--- config.mk ---
export PLATFORM = sky130hd
export DESIGN_NAME = ufb_bus_port
export DESIGN_NICKNAME = d
export VERILOG_FILES = /design/src/ufb_pkg.sv /design/src/ufb_bus_port.sv
export SDC_FILE = /design/constraint.sdc
export NUM_CORES = 1
export LEC_CHECK = 0
export ABC_CLOCK_PERIOD_IN_PS = 2300
export BUFFER_PORTS_ARGS = -buffer_cell sky130_fd_sc_hd__buf_2
export CAP_MARGIN = 40
export CORE_MARGIN = 2
export CORE_UTILIZATION = 52
export CTS_CLUSTER_DIAMETER = 30
export CTS_CLUSTER_SIZE = 8
export DETAILED_ROUTE_END_ITERATION = 12
export PLACE_DENSITY_LB_ADDON = 0.1
export SETUP_SLACK_MARGIN = 0.3
export SLEW_MARGIN = 5
export SYNTH_ARGS = -nofsm -noshare
export SYNTH_HDL_FRONTEND = slang
export SYNTH_SLANG_ARGS = --single-unit
--- constraint.sdc ---
create_clock -name clk -period 2.3 [get_ports clk]
set_clock_uncertainty 0.1 [all_clocks]
set_input_delay 0.345 -clock clk [delete_from_list [all_inputs] [get_ports clk]]
set_output_delay 0.345 -clock clk [all_outputs]
set_load 0.02 [all_outputs]
--- src/ufb_pkg.sv ---
// constants and types for the synchronous fifo bus port
// ============================================================
package ufb_pkg;

	// ============================================================
	// bus geometry and buffering
	localparam int           DATA_W    = 32;
	localparam int           BE_W      = 4;
	localparam int           WORD_W    = DATA_W + BE_W;
	localparam int           BUF_DEPTH = 4;
	localparam int           PTR_W     = 2;
	localparam int           CNT_W     = 3;
	localparam logic [2:0]   CNT_ZERO  = 3'h0;
	localparam logic [2:0]   CNT_ONE   = 3'h1;
	localparam logic [2:0]   CNT_FULL  = 3'h4;
	localparam logic [1:0]   PTR_ONE   = 2'h1;
	localparam logic [3:0]   BE_ALL    = 4'hF;

	// ============================================================
	// pin synchroniser layout
	localparam int           SYNC_W    = 7;
	localparam logic [6:0]   SYNC_RST  = 7'h7F;
	localparam int           SY_WR     = 0;
	localparam int           SY_RD     = 1;
	localparam int           SY_OE     = 2;
	localparam int           SY_RSV    = 3;
	localparam int           SY_WAKE   = 4;
	localparam int           SY_MS0    = 5;
	localparam int           SY_MS1    = 6;

	// ============================================================
	// mode straps
	localparam logic [1:0]   STRAP_WAIT = 2'h2;
	localparam logic [1:0]   MS_SYNC    = 2'h0;
	localparam logic [1:0]   MS_CH1     = 2'h1;
	localparam logic [1:0]   MS_CH2     = 2'h2;
	localparam logic [1:0]   MS_CH4     = 2'h3;

	typedef enum logic [1:0] {
		UFB_MODE_SYNC,
		UFB_MODE_CH1,
		UFB_MODE_CH2,
		UFB_MODE_CH4
	} ufb_mode_e;

	// ============================================================
	// clock rates in kHz
	localparam int           CLK_KHZ     = 20000;
	localparam int           BUS_DIV     = 2;
	localparam int           BUS_KHZ     = CLK_KHZ / BUS_DIV;
	localparam int           BUS_KHZ_LO  = 66670;
	localparam int           BUS_KHZ_HI  = 100000;

endpackage

--- src/ufb_bus_port.sv ---
// slave side of the synchronous parallel fifo bus
//
// The strobed register port and the placing of the registers were decided locally.
`timescale 1ns/1ps

module ufb_bus_port (
	input  wire logic                        clk,
	input  wire logic                        resetn,
	output logic                             fifo_clk,
	input  wire logic [ufb_pkg::DATA_W-1:0]  data_in,
	output logic      [ufb_pkg::DATA_W-1:0]  data_out,
	output logic                             data_oe_n,
	input  wire logic [ufb_pkg::BE_W-1:0]    be_in,
	output logic      [ufb_pkg::BE_W-1:0]    be_out,
	output logic                             be_oe_n,
	output logic                             rx_data_avail_n,
	output logic                             tx_space_avail_n,
	input  wire logic                        wr_n,
	input  wire logic                        rd_n,
	input  wire logic                        oe_n,
	input  wire logic                        reserved_wake_in_n,
	input  wire logic                        wakeup_in,
	output logic                             wakeup_out,
	output logic                             wakeup_oe_n,
	input  wire logic                        mode_select_0,
	input  wire logic                        mode_select_1,
	input  wire logic                        usb_rx_valid,
	input  wire logic [ufb_pkg::DATA_W-1:0]  usb_rx_data,
	output logic                             usb_rx_ready,
	output logic                             usb_tx_valid,
	output logic      [ufb_pkg::DATA_W-1:0]  usb_tx_data,
	output logic      [ufb_pkg::BE_W-1:0]    usb_tx_be,
	input  wire logic                        usb_tx_ready,
	input  wire logic                        usb_suspended,
	input  wire logic                        remote_wake_en,
	output logic                             remote_wakeup_req,
	output ufb_pkg::ufb_mode_e               bus_mode,
	output logic                             reserved_wake_low
);

	// ============================================================
	// declarations
	logic [ufb_pkg::SYNC_W-1:0]  pin_m;
	logic [ufb_pkg::SYNC_W-1:0]  pin_s;
	logic [ufb_pkg::WORD_W-1:0]  bus_m;
	logic [ufb_pkg::WORD_W-1:0]  bus_s;
	logic                        bus_tick;
	logic                        is_sync;
	logic [1:0]                  strap_cnt;
	logic                        strap_done;
	logic [1:0]                  strap_val;
	logic                        chan_cmd;
	logic                        chan_ack;
	logic                        next_chan_cmd;
	logic                        next_chan_ack;
	logic                        wake_prev;

	logic [ufb_pkg::DATA_W-1:0]  rx_mem [ufb_pkg::BUF_DEPTH];
	logic [ufb_pkg::PTR_W-1:0]   rx_wr_ptr;
	logic [ufb_pkg::PTR_W-1:0]   rx_rd_ptr;
	logic [ufb_pkg::CNT_W-1:0]   rx_cnt;
	logic [ufb_pkg::CNT_W-1:0]   next_rx_cnt;
	logic                        rx_push;
	logic                        rx_pop;

	logic [ufb_pkg::WORD_W-1:0]  tx_mem [ufb_pkg::BUF_DEPTH];
	logic [ufb_pkg::PTR_W-1:0]   tx_wr_ptr;
	logic [ufb_pkg::PTR_W-1:0]   tx_rd_ptr;
	logic [ufb_pkg::CNT_W-1:0]   tx_cnt;
	logic [ufb_pkg::CNT_W-1:0]   next_tx_cnt;
	logic                        tx_push;
	logic                        tx_pop;

	// ============================================================
	// fifo bus clock, half the core clock
	always_ff @(posedge clk or negedge resetn) begin
		if (!resetn) begin
			fifo_clk <= 1'b0;
		end else begin
			fifo_clk <= ~fifo_clk;
		end
	end

	// sampling point: the core edge at which fifo_clk rises
	assign bus_tick = ~fifo_clk;

	// ============================================================
	// pin synchronisers
	always_ff @(posedge clk or negedge resetn) begin
		if (!resetn) begin
			pin_m <= ufb_pkg::SYNC_RST;
			pin_s <= ufb_pkg::SYNC_RST;
		end else begin
			pin_m <= {mode_select_1, mode_select_0, wakeup_in,
				reserved_wake_in_n, oe_n, rd_n, wr_n};
			pin_s <= pin_m;
		end
	end

	always_ff @(posedge clk or negedge resetn) begin
		if (!resetn) begin
			bus_m <= '0;
			bus_s <= '0;
		end else begin
			bus_m <= {be_in, data_in};
			bus_s <= bus_m;
		end
	end

	// ============================================================
	// mode strap capture after reset release
	assign strap_val = {pin_s[ufb_pkg::SY_MS1], pin_s[ufb_pkg::SY_MS0]};

	always_ff @(posedge clk or negedge resetn) begin
		if (!resetn) begin
			strap_cnt  <= '0;
			strap_done <= 1'b0;
			bus_mode   <= ufb_pkg::UFB_MODE_SYNC;
		end else if (!strap_done) begin
			if (strap_cnt == ufb_pkg::STRAP_WAIT) begin
				strap_done <= 1'b1;
				unique case (strap_val)
					ufb_pkg::MS_SYNC: bus_mode <= ufb_pkg::UFB_MODE_SYNC;
					ufb_pkg::MS_CH1:  bus_mode <= ufb_pkg::UFB_MODE_CH1;
					ufb_pkg::MS_CH2:  bus_mode <= ufb_pkg::UFB_MODE_CH2;
					ufb_pkg::MS_CH4:  bus_mode <= ufb_pkg::UFB_MODE_CH4;
				endcase
			end else begin
				strap_cnt <= strap_cnt + 2'h1;
			end
		end
	end

	assign is_sync = (bus_mode == ufb_pkg::UFB_MODE_SYNC);

	// ============================================================
	// receive buffer: usb side fills, bus master drains
	assign usb_rx_ready = (rx_cnt != ufb_pkg::CNT_FULL);
	assign rx_push      = usb_rx_valid & usb_rx_ready;
	assign rx_pop       = is_sync & bus_tick & ~pin_s[ufb_pkg::SY_RD]
		& (rx_cnt != ufb_pkg::CNT_ZERO);

	always_comb begin
		next_rx_cnt = rx_cnt;
		if (rx_push & ~rx_pop) begin
			next_rx_cnt = rx_cnt + ufb_pkg::CNT_ONE;
		end else if (rx_pop & ~rx_push) begin
			next_rx_cnt = rx_cnt - ufb_pkg::CNT_ONE;
		end
	end

	always_ff @(posedge clk) begin
		if (rx_push) begin
			rx_mem[rx_wr_ptr] <= usb_rx_data;
		end
	end

	always_ff @(posedge clk or negedge resetn) begin
		if (!resetn) begin
			rx_wr_ptr <= '0;
			rx_rd_ptr <= '0;
			rx_cnt    <= ufb_pkg::CNT_ZERO;
		end else begin
			if (rx_push) begin
				rx_wr_ptr <= rx_wr_ptr + ufb_pkg::PTR_ONE;
			end
			if (rx_pop) begin
				rx_rd_ptr <= rx_rd_ptr + ufb_pkg::PTR_ONE;
			end
			rx_cnt <= next_rx_cnt;
		end
	end

	// ============================================================
	// transmit buffer: bus master fills, usb side drains
	assign tx_push = is_sync & bus_tick & ~pin_s[ufb_pkg::SY_WR]
		& (tx_cnt != ufb_pkg::CNT_FULL);
	assign tx_pop  = usb_tx_valid & usb_tx_ready;
	assign usb_tx_valid = (tx_cnt != ufb_pkg::CNT_ZERO);
	assign usb_tx_data  = tx_mem[tx_rd_ptr][ufb_pkg::DATA_W-1:0];
	assign usb_tx_be    = tx_mem[tx_rd_ptr][ufb_pkg::WORD_W-1:ufb_pkg::DATA_W];

	always_comb begin
		next_tx_cnt = tx_cnt;
		if (tx_push & ~tx_pop) begin
			next_tx_cnt = tx_cnt + ufb_pkg::CNT_ONE;
		end else if (tx_pop & ~tx_push) begin
			next_tx_cnt = tx_cnt - ufb_pkg::CNT_ONE;
		end
	end

	always_ff @(posedge clk) begin
		if (tx_push) begin
			tx_mem[tx_wr_ptr] <= bus_s;
		end
	end

	always_ff @(posedge clk or negedge resetn) begin
		if (!resetn) begin
			tx_wr_ptr <= '0;
			tx_rd_ptr <= '0;
			tx_cnt    <= ufb_pkg::CNT_ZERO;
		end else begin
			if (tx_push) begin
				tx_wr_ptr <= tx_wr_ptr + ufb_pkg::PTR_ONE;
			end
			if (tx_pop) begin
				tx_rd_ptr <= tx_rd_ptr + ufb_pkg::PTR_ONE;
			end
			tx_cnt <= next_tx_cnt;
		end
	end

	// ============================================================
	// channelized request and acknowledge
	always_comb begin
		next_chan_cmd = chan_cmd;
		next_chan_ack = chan_ack;
		if (is_sync) begin
			next_chan_cmd = 1'b0;
			next_chan_ack = 1'b0;
		end else if (bus_tick) begin
			next_chan_cmd = ~pin_s[ufb_pkg::SY_WR];
			next_chan_ack = ~pin_s[ufb_pkg::SY_WR] & chan_cmd;
		end
	end

	always_ff @(posedge clk or negedge resetn) begin
		if (!resetn) begin
			chan_cmd <= 1'b0;
			chan_ack <= 1'b0;
		end else begin
			chan_cmd <= next_chan_cmd;
			chan_ack <= next_chan_ack;
		end
	end

	// ============================================================
	// status flags
	always_ff @(posedge clk or negedge resetn) begin
		if (!resetn) begin
			rx_data_avail_n  <= 1'b1;
			tx_space_avail_n <= 1'b1;
		end else if (is_sync) begin
			rx_data_avail_n  <= (next_rx_cnt == ufb_pkg::CNT_ZERO);
			tx_space_avail_n <= (next_tx_cnt == ufb_pkg::CNT_FULL);
		end else begin
			rx_data_avail_n  <= ~next_chan_ack;
			tx_space_avail_n <= ~pin_s[ufb_pkg::SY_WR];
		end
	end

	// ============================================================
	// read data drive
	always_ff @(posedge clk or negedge resetn) begin
		if (!resetn) begin
			data_out  <= '0;
			be_out    <= '0;
			data_oe_n <= 1'b1;
			be_oe_n   <= 1'b1;
		end else begin
			data_out  <= rx_mem[rx_rd_ptr];
			be_out    <= ufb_pkg::BE_ALL;
			data_oe_n <= ~(is_sync & ~pin_s[ufb_pkg::SY_OE]);
			be_oe_n   <= ~(is_sync & ~pin_s[ufb_pkg::SY_OE]);
		end
	end

	// ============================================================
	// suspend indication and remote wakeup
	assign wakeup_out = 1'b0;

	always_ff @(posedge clk or negedge resetn) begin
		if (!resetn) begin
			wakeup_oe_n       <= 1'b1;
			wake_prev         <= 1'b1;
			remote_wakeup_req <= 1'b0;
			reserved_wake_low <= 1'b0;
		end else begin
			wakeup_oe_n       <= usb_suspended;
			wake_prev         <= pin_s[ufb_pkg::SY_WAKE];
			remote_wakeup_req <= usb_suspended & remote_wake_en & wake_prev
				& ~pin_s[ufb_pkg::SY_WAKE] & wakeup_oe_n;
			reserved_wake_low <= ~pin_s[ufb_pkg::SY_RSV];
		end
	end

	// ============================================================
	// checks
	AST_RX_FLAG_LOW_HAS_DATA: assert property (@(posedge clk) disable iff (!resetn)
		is_sync && !rx_data_avail_n && !rx_pop |=> rx_cnt != ufb_pkg::CNT_ZERO)
		else $error("rx flag low with empty receive buffer");

	AST_RX_POP_NEEDS_DATA: assert property (@(posedge clk) disable iff (!resetn)
		rx_pop |-> !rx_data_avail_n && !pin_s[ufb_pkg::SY_RD] && !fifo_clk)
		else $error("read taken from empty buffer");

	AST_TX_PUSH_GATED: assert property (@(posedge clk) disable iff (!resetn)
		tx_push |-> !pin_s[ufb_pkg::SY_WR] && !fifo_clk && !tx_space_avail_n)
		else $error("write accepted without strobe or space");

	AST_TX_COUNT_STEP: assert property (@(posedge clk) disable iff (!resetn)
		tx_push && !tx_pop |=> tx_cnt == $past(tx_cnt) + ufb_pkg::CNT_ONE)
		else $error("write lost or doubled");

	AST_DATA_DRIVE_OE: assert property (@(posedge clk) disable iff (!resetn)
		!data_oe_n |-> $past(!pin_s[ufb_pkg::SY_OE]) && $past(is_sync))
		else $error("data bus driven without output enable");

	AST_CHAN_ACK_AFTER_REQ: assert property (@(posedge clk) disable iff (!resetn)
		!is_sync && $fell(rx_data_avail_n) |-> $past(chan_cmd) && $past(!pin_s[ufb_pkg::SY_WR]))
		else $error("transfer acknowledged without request");

	AST_WAKE_DRIVE_ACTIVE: assert property (@(posedge clk) disable iff (!resetn)
		!usb_suspended ##1 !usb_suspended |-> !wakeup_oe_n && !wakeup_out)
		else $error("wakeup pin not driven low while usb active");

	AST_REMOTE_WAKE_SUSPEND: assert property (@(posedge clk) disable iff (!resetn)
		remote_wakeup_req |-> $past(usb_suspended) && $past(remote_wake_en) && wakeup_oe_n)
		else $error("remote wakeup outside suspend");

	AST_FIFO_CLK_TOGGLE: assert property (@(posedge clk) disable iff (!resetn)
		fifo_clk |=> !fifo_clk ##1 fifo_clk)
		else $error("fifo clock not toggling");

	AST_MODE_FROZEN: assert property (@(posedge clk) disable iff (!resetn)
		strap_done |=> $stable(bus_mode) && strap_done)
		else $error("bus mode changed after capture");

	AST_RX_COUNT_STEP: assert property (@(posedge clk) disable iff (!resetn)
		rx_pop && !rx_push |=> rx_cnt == $past(rx_cnt) - ufb_pkg::CNT_ONE)
		else $error("read lost or doubled");

	AST_RX_FLAG_MATCH: assert property (@(posedge clk) disable iff (!resetn)
		is_sync |=> rx_data_avail_n == (rx_cnt == ufb_pkg::CNT_ZERO))
		else $error("rx flag disagrees with receive buffer");

	AST_TX_FLAG_MATCH: assert property (@(posedge clk) disable iff (!resetn)
		is_sync |=> tx_space_avail_n == (tx_cnt == ufb_pkg::CNT_FULL))
		else $error("tx flag disagrees with transmit buffer");

	AST_CHAN_NO_DATA: assert property (@(posedge clk) disable iff (!resetn)
		!is_sync |=> $stable(tx_wr_ptr) && $stable(rx_rd_ptr))
		else $error("data moved in channelized mode");

	AST_CHAN_OE_OFF: assert property (@(posedge clk) disable iff (!resetn)
		!is_sync |=> data_oe_n && be_oe_n)
		else $error("data bus driven in channelized mode");

endmodule

Yosys cells after proc, flatten, opt, wreduce, memory -nomap -nowiden
Memories as Yosys holds them, arrays and structs flattened. A register that Yosys moved wholly into a read port is not among the register bits.
Index checks and enable logic that the tools add are counted.
Widths: inputs -> output; s select.
{"block": "totals", "ff_bits": 116, "out_inout_bits": 85, "word_cells": 99, "ram_bits": 272, "memories": 2}
{"block": "op_classes", "addsub": 9, "eq_ne": 8, "n_mux": 17, "n_reduce_logical": 8, "bitwise": 31}
{"memory": "tx_mem", "words": 4, "width": 36, "rd": 1, "rd_clocked_by_memory_dff": 0, "wr": 1, "line": "ufb_bus_port.sv:66", "rtl": "logic [ufb_pkg::WORD_W-1:0] tx_mem [ufb_pkg::BUF_DEPTH];"}
{"memory": "rx_mem", "words": 4, "width": 32, "rd": 1, "rd_clocked_by_memory_dff": 1, "wr": 1, "line": "ufb_bus_port.sv:58", "rtl": "logic [ufb_pkg::DATA_W-1:0] rx_mem [ufb_pkg::BUF_DEPTH];"}
{"op": "$and 1x1->1", "n": 17}
{"op": "$not 1->1", "n": 14}
{"op": "$mux 1", "n": 12}
{"op": "$mux 3", "n": 4}
{"op": "$add 2x1->2 const B", "n": 5}
{"op": "$pmux 2 s4", "n": 1}
{"op": "$add 3x1->3 const B", "n": 2}
{"op": "$eq 2x2->1 const B", "n": 3}
{"op": "$ne 3x3->1 const B", "n": 2}
{"op": "$reduce_bool 3->1", "n": 2}
{"op": "$sub 3x1->3 const B", "n": 2}
{"op": "$logic_not 2->1", "n": 2}
{"op": "$reduce_and 2->1", "n": 2}
{"op": "$eq 3x3->1 const B", "n": 1}
{"op": "$logic_not 3->1", "n": 1}
{"op": "$eq 2x1->1 const B", "n": 1}
{"op": "$ne 2x1->1 const B", "n": 1}
{"op": "$logic_not 1->1", "n": 1}

Longest topological paths before layout
Gate-level depths: netlist of the first run.
{"block": "depth", "ltp_word": 10, "mapped_depth": 7, "depth_no_buf": 7}

Worst setup path after synthesis of the first run
No wires, ideal clock.
{"block": "synth_timing", "path_kind": "register to register", "startpoint": "register bus_mode[1]", "endpoint": "memory tx_mem[0][0] (netlist name) (enable)", "t_required_ns": 1.803, "path_buffers": 0, "setup_time_ns": 0.397, "period_less_slack_ns": 2.481, "setup_slack_ns": -0.181, "stages_incl_launch_ff": 3, "t_arrival_ns": 1.984, "path_cell_list": "dfrtp_1 nor4_4 and3_1"}
{"block": "synth_between", "elab_chain_cells": 6}
{"item": "start, declared", "line": "ufb_bus_port.sv:37", "rtl": "output ufb_pkg::ufb_mode_e bus_mode,"}
{"item": "start signal, assigned", "line": "ufb_bus_port.sv:118", "rtl": "bus_mode <= ufb_pkg::UFB_MODE_SYNC;"}
{"item": "start signal, assigned", "line": "ufb_bus_port.sv:123", "rtl": "ufb_pkg::MS_SYNC: bus_mode <= ufb_pkg::UFB_MODE_SYNC;"}
{"item": "start signal, assigned", "line": "ufb_bus_port.sv:124", "rtl": "ufb_pkg::MS_CH1: bus_mode <= ufb_pkg::UFB_MODE_CH1;"}
{"item": "$logic_not 2->1", "line": "ufb_bus_port.sv:134", "rtl": "assign is_sync = (bus_mode == ufb_pkg::UFB_MODE_SYNC);"}
{"item": "$and 1x1->1 (2 in series)", "line": "ufb_bus_port.sv:176", "rtl": "assign tx_push = is_sync & bus_tick & ~pin_s[ufb_pkg::SY_WR]"}
{"item": "$and 1x1->1", "line": "ufb_bus_port.sv:177", "rtl": "& (tx_cnt != ufb_pkg::CNT_FULL);"}
{"item": "$mux 1", "line": "ufb_bus_port.sv:193", "rtl": "if (tx_push) begin"}
{"item": "$mux 1 (not written as such)", "line": "ufb_bus_port.sv:194", "rtl": "tx_mem[tx_wr_ptr] <= bus_s;"}
{"item": "end, declared", "line": "ufb_bus_port.sv:66"}
Every way passes these cells.

Worst setup path in the final report of the first run
{"block": "layout_timing", "startpoint": "register tx_rd_ptr[0] (netlist name)", "endpoint": "output port usb_tx_data[21] (netlist name)"}
{"block": "layout_between", "elab_chain_cells": 1}
{"item": "start, declared", "line": "ufb_bus_port.sv:68", "rtl": "logic [ufb_pkg::PTR_W-1:0] tx_rd_ptr;"}
{"item": "start signal, assigned", "line": "ufb_bus_port.sv:208", "rtl": "tx_rd_ptr <= tx_rd_ptr + ufb_pkg::PTR_ONE;"}
{"item": "$mem_v2 4x36"}
{"item": "end, declared", "line": "ufb_bus_port.sv:31", "rtl": "output logic [ufb_pkg::DATA_W-1:0] usb_tx_data,"}
Every way passes these cells.

==> flow_metrics.env, run 1 <==
export IMPL_status="complete, but fails checks"
export IMPL_failed_checks="negative setup slack"
export IMPL_slowest_stage="mux4_2"
export IMPL_period_minus_slack_ns=2.41
export IMPL_finalHoldViolCount=0
export IMPL_grt_remaining_overflow=0
export IMPL_syn_inst=626
export IMPL_regToRegSetupSlack_ns=0.33
export IMPL_ys_seq_elements=420
export IMPL_endpoint="usb_tx_data[21]"
export IMPL_layout_nets=1065
export IMPL_drt_pass1_iter_count=4
export IMPL_place_congestion=0.787
export IMPL_fin_util_pct=73.4
export IMPL_synth_top_family_by_area="multiplexers"
export IMPL_hp_class="in -> reg"
export IMPL_netlist_top_cells_area="edfxtp_1 (57%), dfrtp_1 (22%), mux4_2 (11%), dfstp_2 (3.5%), ha_1 (1.3%)"
export IMPL_ys_flop_type="edfxtp_1"
export IMPL_drt_iter0_drc=409
export IMPL_max_stage_delay_ns=0.52
export IMPL_coreArea_sq_um=27100
export IMPL_dieWidth_um=171
export IMPL_wl_per_cell_um=19.4
export IMPL_io_pins=166
export IMPL_tritoncts="done"
export IMPL_drv_cap=0
export IMPL_finalSetupViolations=36
export IMPL_p_per_area_nw_per_um2=1360
export IMPL_cp_common_cell="buf_4"
export IMPL_syn_nets=722
export IMPL_synthSimpleGateAreaFrac_pct=2.05
export IMPL_synthToLayoutAreaGrowth_pct=38.0
export IMPL_drc=0
export IMPL_synthAdderAreaFrac_pct=1.30
export IMPL_leakage_nw=7.60
export IMPL_dp_slack_ns=0.130
export IMPL_reg2regPathDepth=7
export IMPL_yosysWarnings=0
export IMPL_start_util_pct=53.2
export IMPL_synth_xor_area_share_pct=0.668
export IMPL_post_route_period_util_pct=105
export IMPL_synth_compound_area_share_pct=1.46
export IMPL_ys_types=47
export IMPL_setup_tns_ns=-2.95
export IMPL_path_cells="buf_4 > buf_16 > mux4_2 > buf_4"
export IMPL_grt_antenna_before_repair=0
export IMPL_arrival_ns=1.97
export IMPL_async_flop_share_pct=35.2
export IMPL_synth_cell_area_sq_um=14400
export IMPL_path_class="reg -> out"
export IMPL_slew_headroom_pct=64.9
export IMPL_synth_edf_count=272
export IMPL_yosysSeqAreaShare_pct=82.5
export IMPL_clock_sinks=420
export IMPL_via_per_inst=5.07
export IMPL_clockBufferDepth=3
export IMPL_drive_gt1_share_pct=43.6
export IMPL_grt_start_max_net_pins=43
export IMPL_cp_start_kind="register"
export IMPL_dpl_hpwl_um=14500
export IMPL_setup_ws_ns=-0.112
export IMPL_multi_input_area_sq_um=2430
export IMPL_grt_total_usage_pct=19.7
export IMPL_rows=60
export IMPL_final_cell_count_no_fill=1411
export IMPL_die_h_um=171
export IMPL_clk_latency_ns=0.57
export IMPL_grt_pass1_wl_um=43200
export IMPL_end_kind="output port"
export IMPL_r2r_start="rx_cnt[1]"
export IMPL_rsz0062_at_grt="yes"
export IMPL_vias=7154
export IMPL_worst_slew_pin_slew_ns=0.526
export IMPL_synthMuxAreaShare_pct=10.8
export IMPL_htree_levels=3
export IMPL_antenna_left=0
export IMPL_synth_area_leader_cell="edfxtp_1"
export IMPL_root_buffer="clkbuf_16"
export IMPL_die_area_sq_um=29100
export IMPL_hold_ws_ns=0.0810
export IMPL_avgSynthCellArea_sq_um=23.0
export IMPL_cts_buffers=83
export IMPL_r2r_end="rx_data_avail_n"
export IMPL_grt_pass1_vias=7947
export IMPL_max_vdd_ir_drop_v=0.000967
export IMPL_crit_start="tx_rd_ptr[0]"
export IMPL_synth_top_cell_area_share_pct=56.6
export IMPL_drt_wl_total_um=27400
export IMPL_place_inst=1157
export IMPL_fmax_ghz=0.415
export IMPL_port_buffers=164
export IMPL_regArea_sq_um=11900
export IMPL_nFillCells=1566
export IMPL_clk_pin_slew_ns=0.05
export IMPL_critPathRequiredTime_ns=1.86
export IMPL_path_max_fanout=7
export IMPL_drv_slew=0
routing by layer:
metal  part of all wire [%]  vias to the layer above  track usage, %
met5                      0                        -               0
li1                       -                     3177               -
met4                    2.3                        0            7.28
met3                    5.5                       55            5.37
met1                     40                     3721            24.5
met2                     53                      201            33.4
cells by family (layout without fill, tap and decap cells):
kind of cell             count (synthesis)  after routing
flip-flops                             420            420
other                                    2              3
XOR/XNOR                                11             11
AND/OR/NAND/NOR                         46             46
AO/OA/AOI/OAI                           25             25
multiplexers                            70             70
adder cells (fa/ha/maj)                 15             15
buffers and inverters                   37            449
Yosys cell counts (3+ instances only):
cell type    n
a21oi_1      3
and2_1       4
and3_1       4
buf_2        6
buf_4        5
clkbuf_1    11
dfrtp_1    129
dfstp_2     19
edfxtp_1   272
ha_1        15
inv_1       14
mux4_2      68
nand2_1      9
nand3_1      3
nor2_1       9
o21ai_0      5
xnor2_1     11
placed cells by master, fill, tap and decap left out, types with 19 or more instances in the layout:
cell type / n
buf_4: 25
mux4_2: 68
dfstp_2: 19
clkbuf_16: 84
dlygate4sd3_1: 78
dfrtp_1: 123
buf_6: 26
clkbuf_1: 24
edfxtp_1: 272
buf_2: 134
critical path, delay by kind of cell, from the launching register on:
family / cells / cell delay [ns]
buffers and inverters: 3 / 0.47
flip-flops: 1 / 0.42
multiplexers: 1 / 0.52
cell type report:
type	count	area share [%]
flip-flops and latches	420	59.8
multi-input cells	169	12.2
repair buffers	281	11.6
diodes	1	0.0126
well taps	372	2.34
clock inverters	40	2.30
clock buffers	114	11.4
inverters	14	0.264
registers in the layout, summed over array words and instances, names as in the netlist, 3 cells and up:
name	flops
bus_m	36
bus_s	36
data_out	32
pin_m	7
pin_s	7
rx_cnt	3
rx_mem	128
tx_cnt	3
tx_mem	144
metrics by stage:
| stage | power [mW] | cell area [sq um] |
|---|---|---|
| 5_1_grt | 28.3 | 19900 |
| 6_report | 27.1 | 19900 |
| 3_5_place_dp | 14.8 | 15900 |
| 3_3_place_gp | 14.7 | 15900 |
| 2_1_floorplan | 13.1 | 14400 |
| 4_1_cts | 27.3 | 19800 |
what timing repair did:
action,CTS,global route
endpoints found under the hold margin,272,0
buffers inserted,11,7
setup endpoints to repair,40,40
gates cloned,3,0
hold buffers,78,0
gates resized for setup,61,16
pin swaps,3,6
how the worst min path moves through the flow:
stage                       from            to  slack, ns  depth (start not counted)
global placement          resetn  data_out[18]       0.18                          1
floorplan                 resetn     be_out[0]      -0.05                          0
finish              usb_tx_ready  tx_rd_ptr[1]       0.08                          3
detailed placement        resetn  data_out[18]       0.18                          1
CTS                 usb_tx_ready  tx_rd_ptr[1]       0.06                          3
global route        usb_tx_ready  tx_rd_ptr[1]       0.09                          3
report_power, final:
part	total [mW]	internal, mW	leakage [nW]	switching [mW]
Combinational	5.98	2.94	2.12	3.04
Clock	11.4	7.79	1.32	3.65
Sequential	9.70	9.21	4.17	0.486
Total	27.1	19.9	7.60	7.18
Note: power is estimated with default switching activity, not from simulation.
==> run 2: changes to the inputs <==
--- a/config.mk
+++ b/config.mk
@@ -8,10 +8,9 @@
 export ABC_CLOCK_PERIOD_IN_PS = 2300
 export BUFFER_PORTS_ARGS = -buffer_cell sky130_fd_sc_hd__buf_2
 export CAP_MARGIN = 40
-export CORE_MARGIN = 2
+export CORE_MARGIN = 5
 export CORE_UTILIZATION = 52
 export CTS_CLUSTER_DIAMETER = 30
-export CTS_CLUSTER_SIZE = 8
 export DETAILED_ROUTE_END_ITERATION = 12
 export PLACE_DENSITY_LB_ADDON = 0.1
 export SETUP_SLACK_MARGIN = 0.3
==> flow_metrics.env, run 2 (synthesis gave the netlist of run 1 again) <==
export IMPL_path_cells="buf_12 > buf_12 > mux4_2 > buf_6"
export IMPL_cp_start_kind="register"
export IMPL_drc=0
export IMPL_failed_checks="negative setup slack"
export IMPL_place_congestion=0.733
export IMPL_rsz0062_at_grt="yes"
export IMPL_setup_ws_ns=-0.0775
export IMPL_wl_per_cell_um=20.3
export IMPL_arrival_ns=1.93
export IMPL_path_max_fanout=8
export IMPL_fmax_ghz=0.421
export IMPL_cts_buffers=83
export IMPL_clk_pin_slew_ns=0.04
export IMPL_end_kind="output port"
export IMPL_period_minus_slack_ns=2.38
export IMPL_slew_headroom_pct=62.2
export IMPL_r2r_start="fifo_clk"
export IMPL_final_common_cell="edfxtp_1"
export IMPL_post_route_period_util_pct=103
export IMPL_antenna_left=0
export IMPL_grt_antenna_before_repair=2
export IMPL_synthToLayoutAreaGrowth_pct=41.0
export IMPL_p_per_area_nw_per_um2=1350
export IMPL_port_buffers=164
export IMPL_drt_iter0_drc=392
export IMPL_stdcell_area_sq_um=20300
export IMPL_path_buf_inv=3
export IMPL_io_pins=166
export IMPL_min_from="usb_tx_ready"
export IMPL_tritoncts="done"
export IMPL_cp_common_cell="buf_12"
export IMPL_slowest_stage="mux4_2"
export IMPL_die_h_um=177
export IMPL_die_area_sq_um=31200
export IMPL_finalHoldViolCount=0
export IMPL_crit_start="tx_rd_ptr[0]"
export IMPL_vias=7301
export IMPL_start_util_pct=52.3
export IMPL_root_buffer="clkbuf_16"
export IMPL_critPathRequiredTime_ns=1.86
export IMPL_grt_remaining_overflow=0
export IMPL_largest_register_ff_count=144
export IMPL_grt_pass1_wl_um=44100
export IMPL_rows=61
export IMPL_dieWidth_um=177
export IMPL_grt_pass1_vias=8256
export IMPL_grt_start_max_net_pins=58
export IMPL_drt_pass1_iter_count=4
export IMPL_status="complete, but fails checks"
export IMPL_htree_levels=3
export IMPL_hp_class="in -> reg"
export IMPL_path_class="reg -> out"
export IMPL_drv_slew=0
export IMPL_largest_register="tx_mem"
export IMPL_layout_nets=1096
export IMPL_fin_util_pct=73.8
export IMPL_clockBufferDepth=3
export IMPL_worst_slew_pin_slew_ns=0.567
export IMPL_grt_total_usage_pct=18.3
export IMPL_drt_wl_total_um=29400
export IMPL_regToRegSetupSlack_ns=0.33
export IMPL_max_stage_delay_ns=0.56
export IMPL_finalSetupViolations=33
export IMPL_top_regs="tx_mem: 144 flops, rx_mem: 128 flops"
export IMPL_dpl_hpwl_um=15700
export IMPL_clock_sinks=420
export IMPL_via_per_inst=5.04
export IMPL_postPlaceCellArea_sq_um=15900
export IMPL_coreArea_sq_um=27600
export IMPL_drive_gt1_share_pct=45.7
export IMPL_max_vdd_ir_drop_v=0.000758
export IMPL_layout_common_cells="edfxtp_1 (272), buf_2 (131), dfrtp_1 (123), clkbuf_16 (93), dlygate4sd3_1 (78)"
export IMPL_clk_latency_ns=0.57
export IMPL_setup_tns_ns=-1.37
export IMPL_path_delay_family="multiplexers"
export IMPL_drv_cap=0
export IMPL_leakage_nw=7.83
==> run 2: cell count changes in the layout (fill, tap and decap cells not counted), moves of 3 or more <==
cell,previous run,this run
buf_2,134,131
buf_16,3,0
clkbuf_8,6,1
clkinvlp_4,6,9
buf_4,25,46
inv_6,3,7
buf_6,26,34
clkbuf_1,24,17
clkbuf_16,84,93
clkinv_1,5,8
clkinv_2,13,9
==> run 2: worst paths after layout <==
kind,end,depth (start not counted)
max,usb_tx_data[26],4
min,tx_rd_ptr[1],3
max reg2reg,tx_mem[3][10],5
min reg2reg,bus_s[30],0
max in group asynchronous,tx_space_avail_n,3
min in group asynchronous,strap_done,2
==> run 2: power by group <==
part	total [mW]	switching (mW)	leakage [nW]	internal [mW]
combinational	6.04	3.09	2.31	2.95
sequential	9.68	0.473	4.17	9.21
clock	11.7	3.85	1.35	7.90
==> run 2: metrics by stage <==
| step | total power [mW] | setup slack (ns) | cells | hold WS, ns |
|---|---|---|---|---|
| floorplan | 13.1 | 0.309 | 626 | -0.0506 |
| global placement | 14.8 | 0.229 | 1164 | 0.232 |
| detailed placement | 14.9 | 0.0912 | 1164 | 0.235 |
| CTS | 27.2 | -0.101 | 1412 | 0.0743 |
| global route | 28.6 | -0.131 | 1450 | 0.0865 |
| finish | 27.5 | -0.0775 | 1450 | 0.0890 |
==> run 2: worst register-to-register path, stage by stage, from the launching register on <==
cell and delay, ns:
dfrtp_2 0.46, nor4_4 0.28, buf_4 0.18, buf_12 0.11, and3_4 0.31, clkbuf_16 0.23
==> run 2: final cells by class <==
type,instances,area [sq um]
multi-input combinational,169,2420
timing repair buffer,312,2660
tap,378,473
clock buffer,105,2250
inverter,14,52.6
fill,1595,7220
clock inverter,51,563
sequential,420,11900
antenna,1,2.50
==> run 2: metal layers <==
| layer | GRT usage (%) | up-vias | wire [um] |
|---|---|---|---|
| li1 | - | 3240 | - |
| met1 | 22.1 | 3789 | 11000 |
| met2 | 32.1 | 221 | 16200 |
| met3 | 5.31 | 49 | 1630 |
| met4 | 5.80 | 2 | 527 |
| met5 | 0 | - | 11 |
==> run 2: repair_timing <==
item | CTS | global route
endpoints found under the setup margin | 180 | 148
setup buffers | 14 | 31
hold buffers | 78 | 0
pin swaps | 4 | 5
hold endpoints to repair | 214 | 0
resized for setup | 22 | 59
gates cloned | 0 | 6
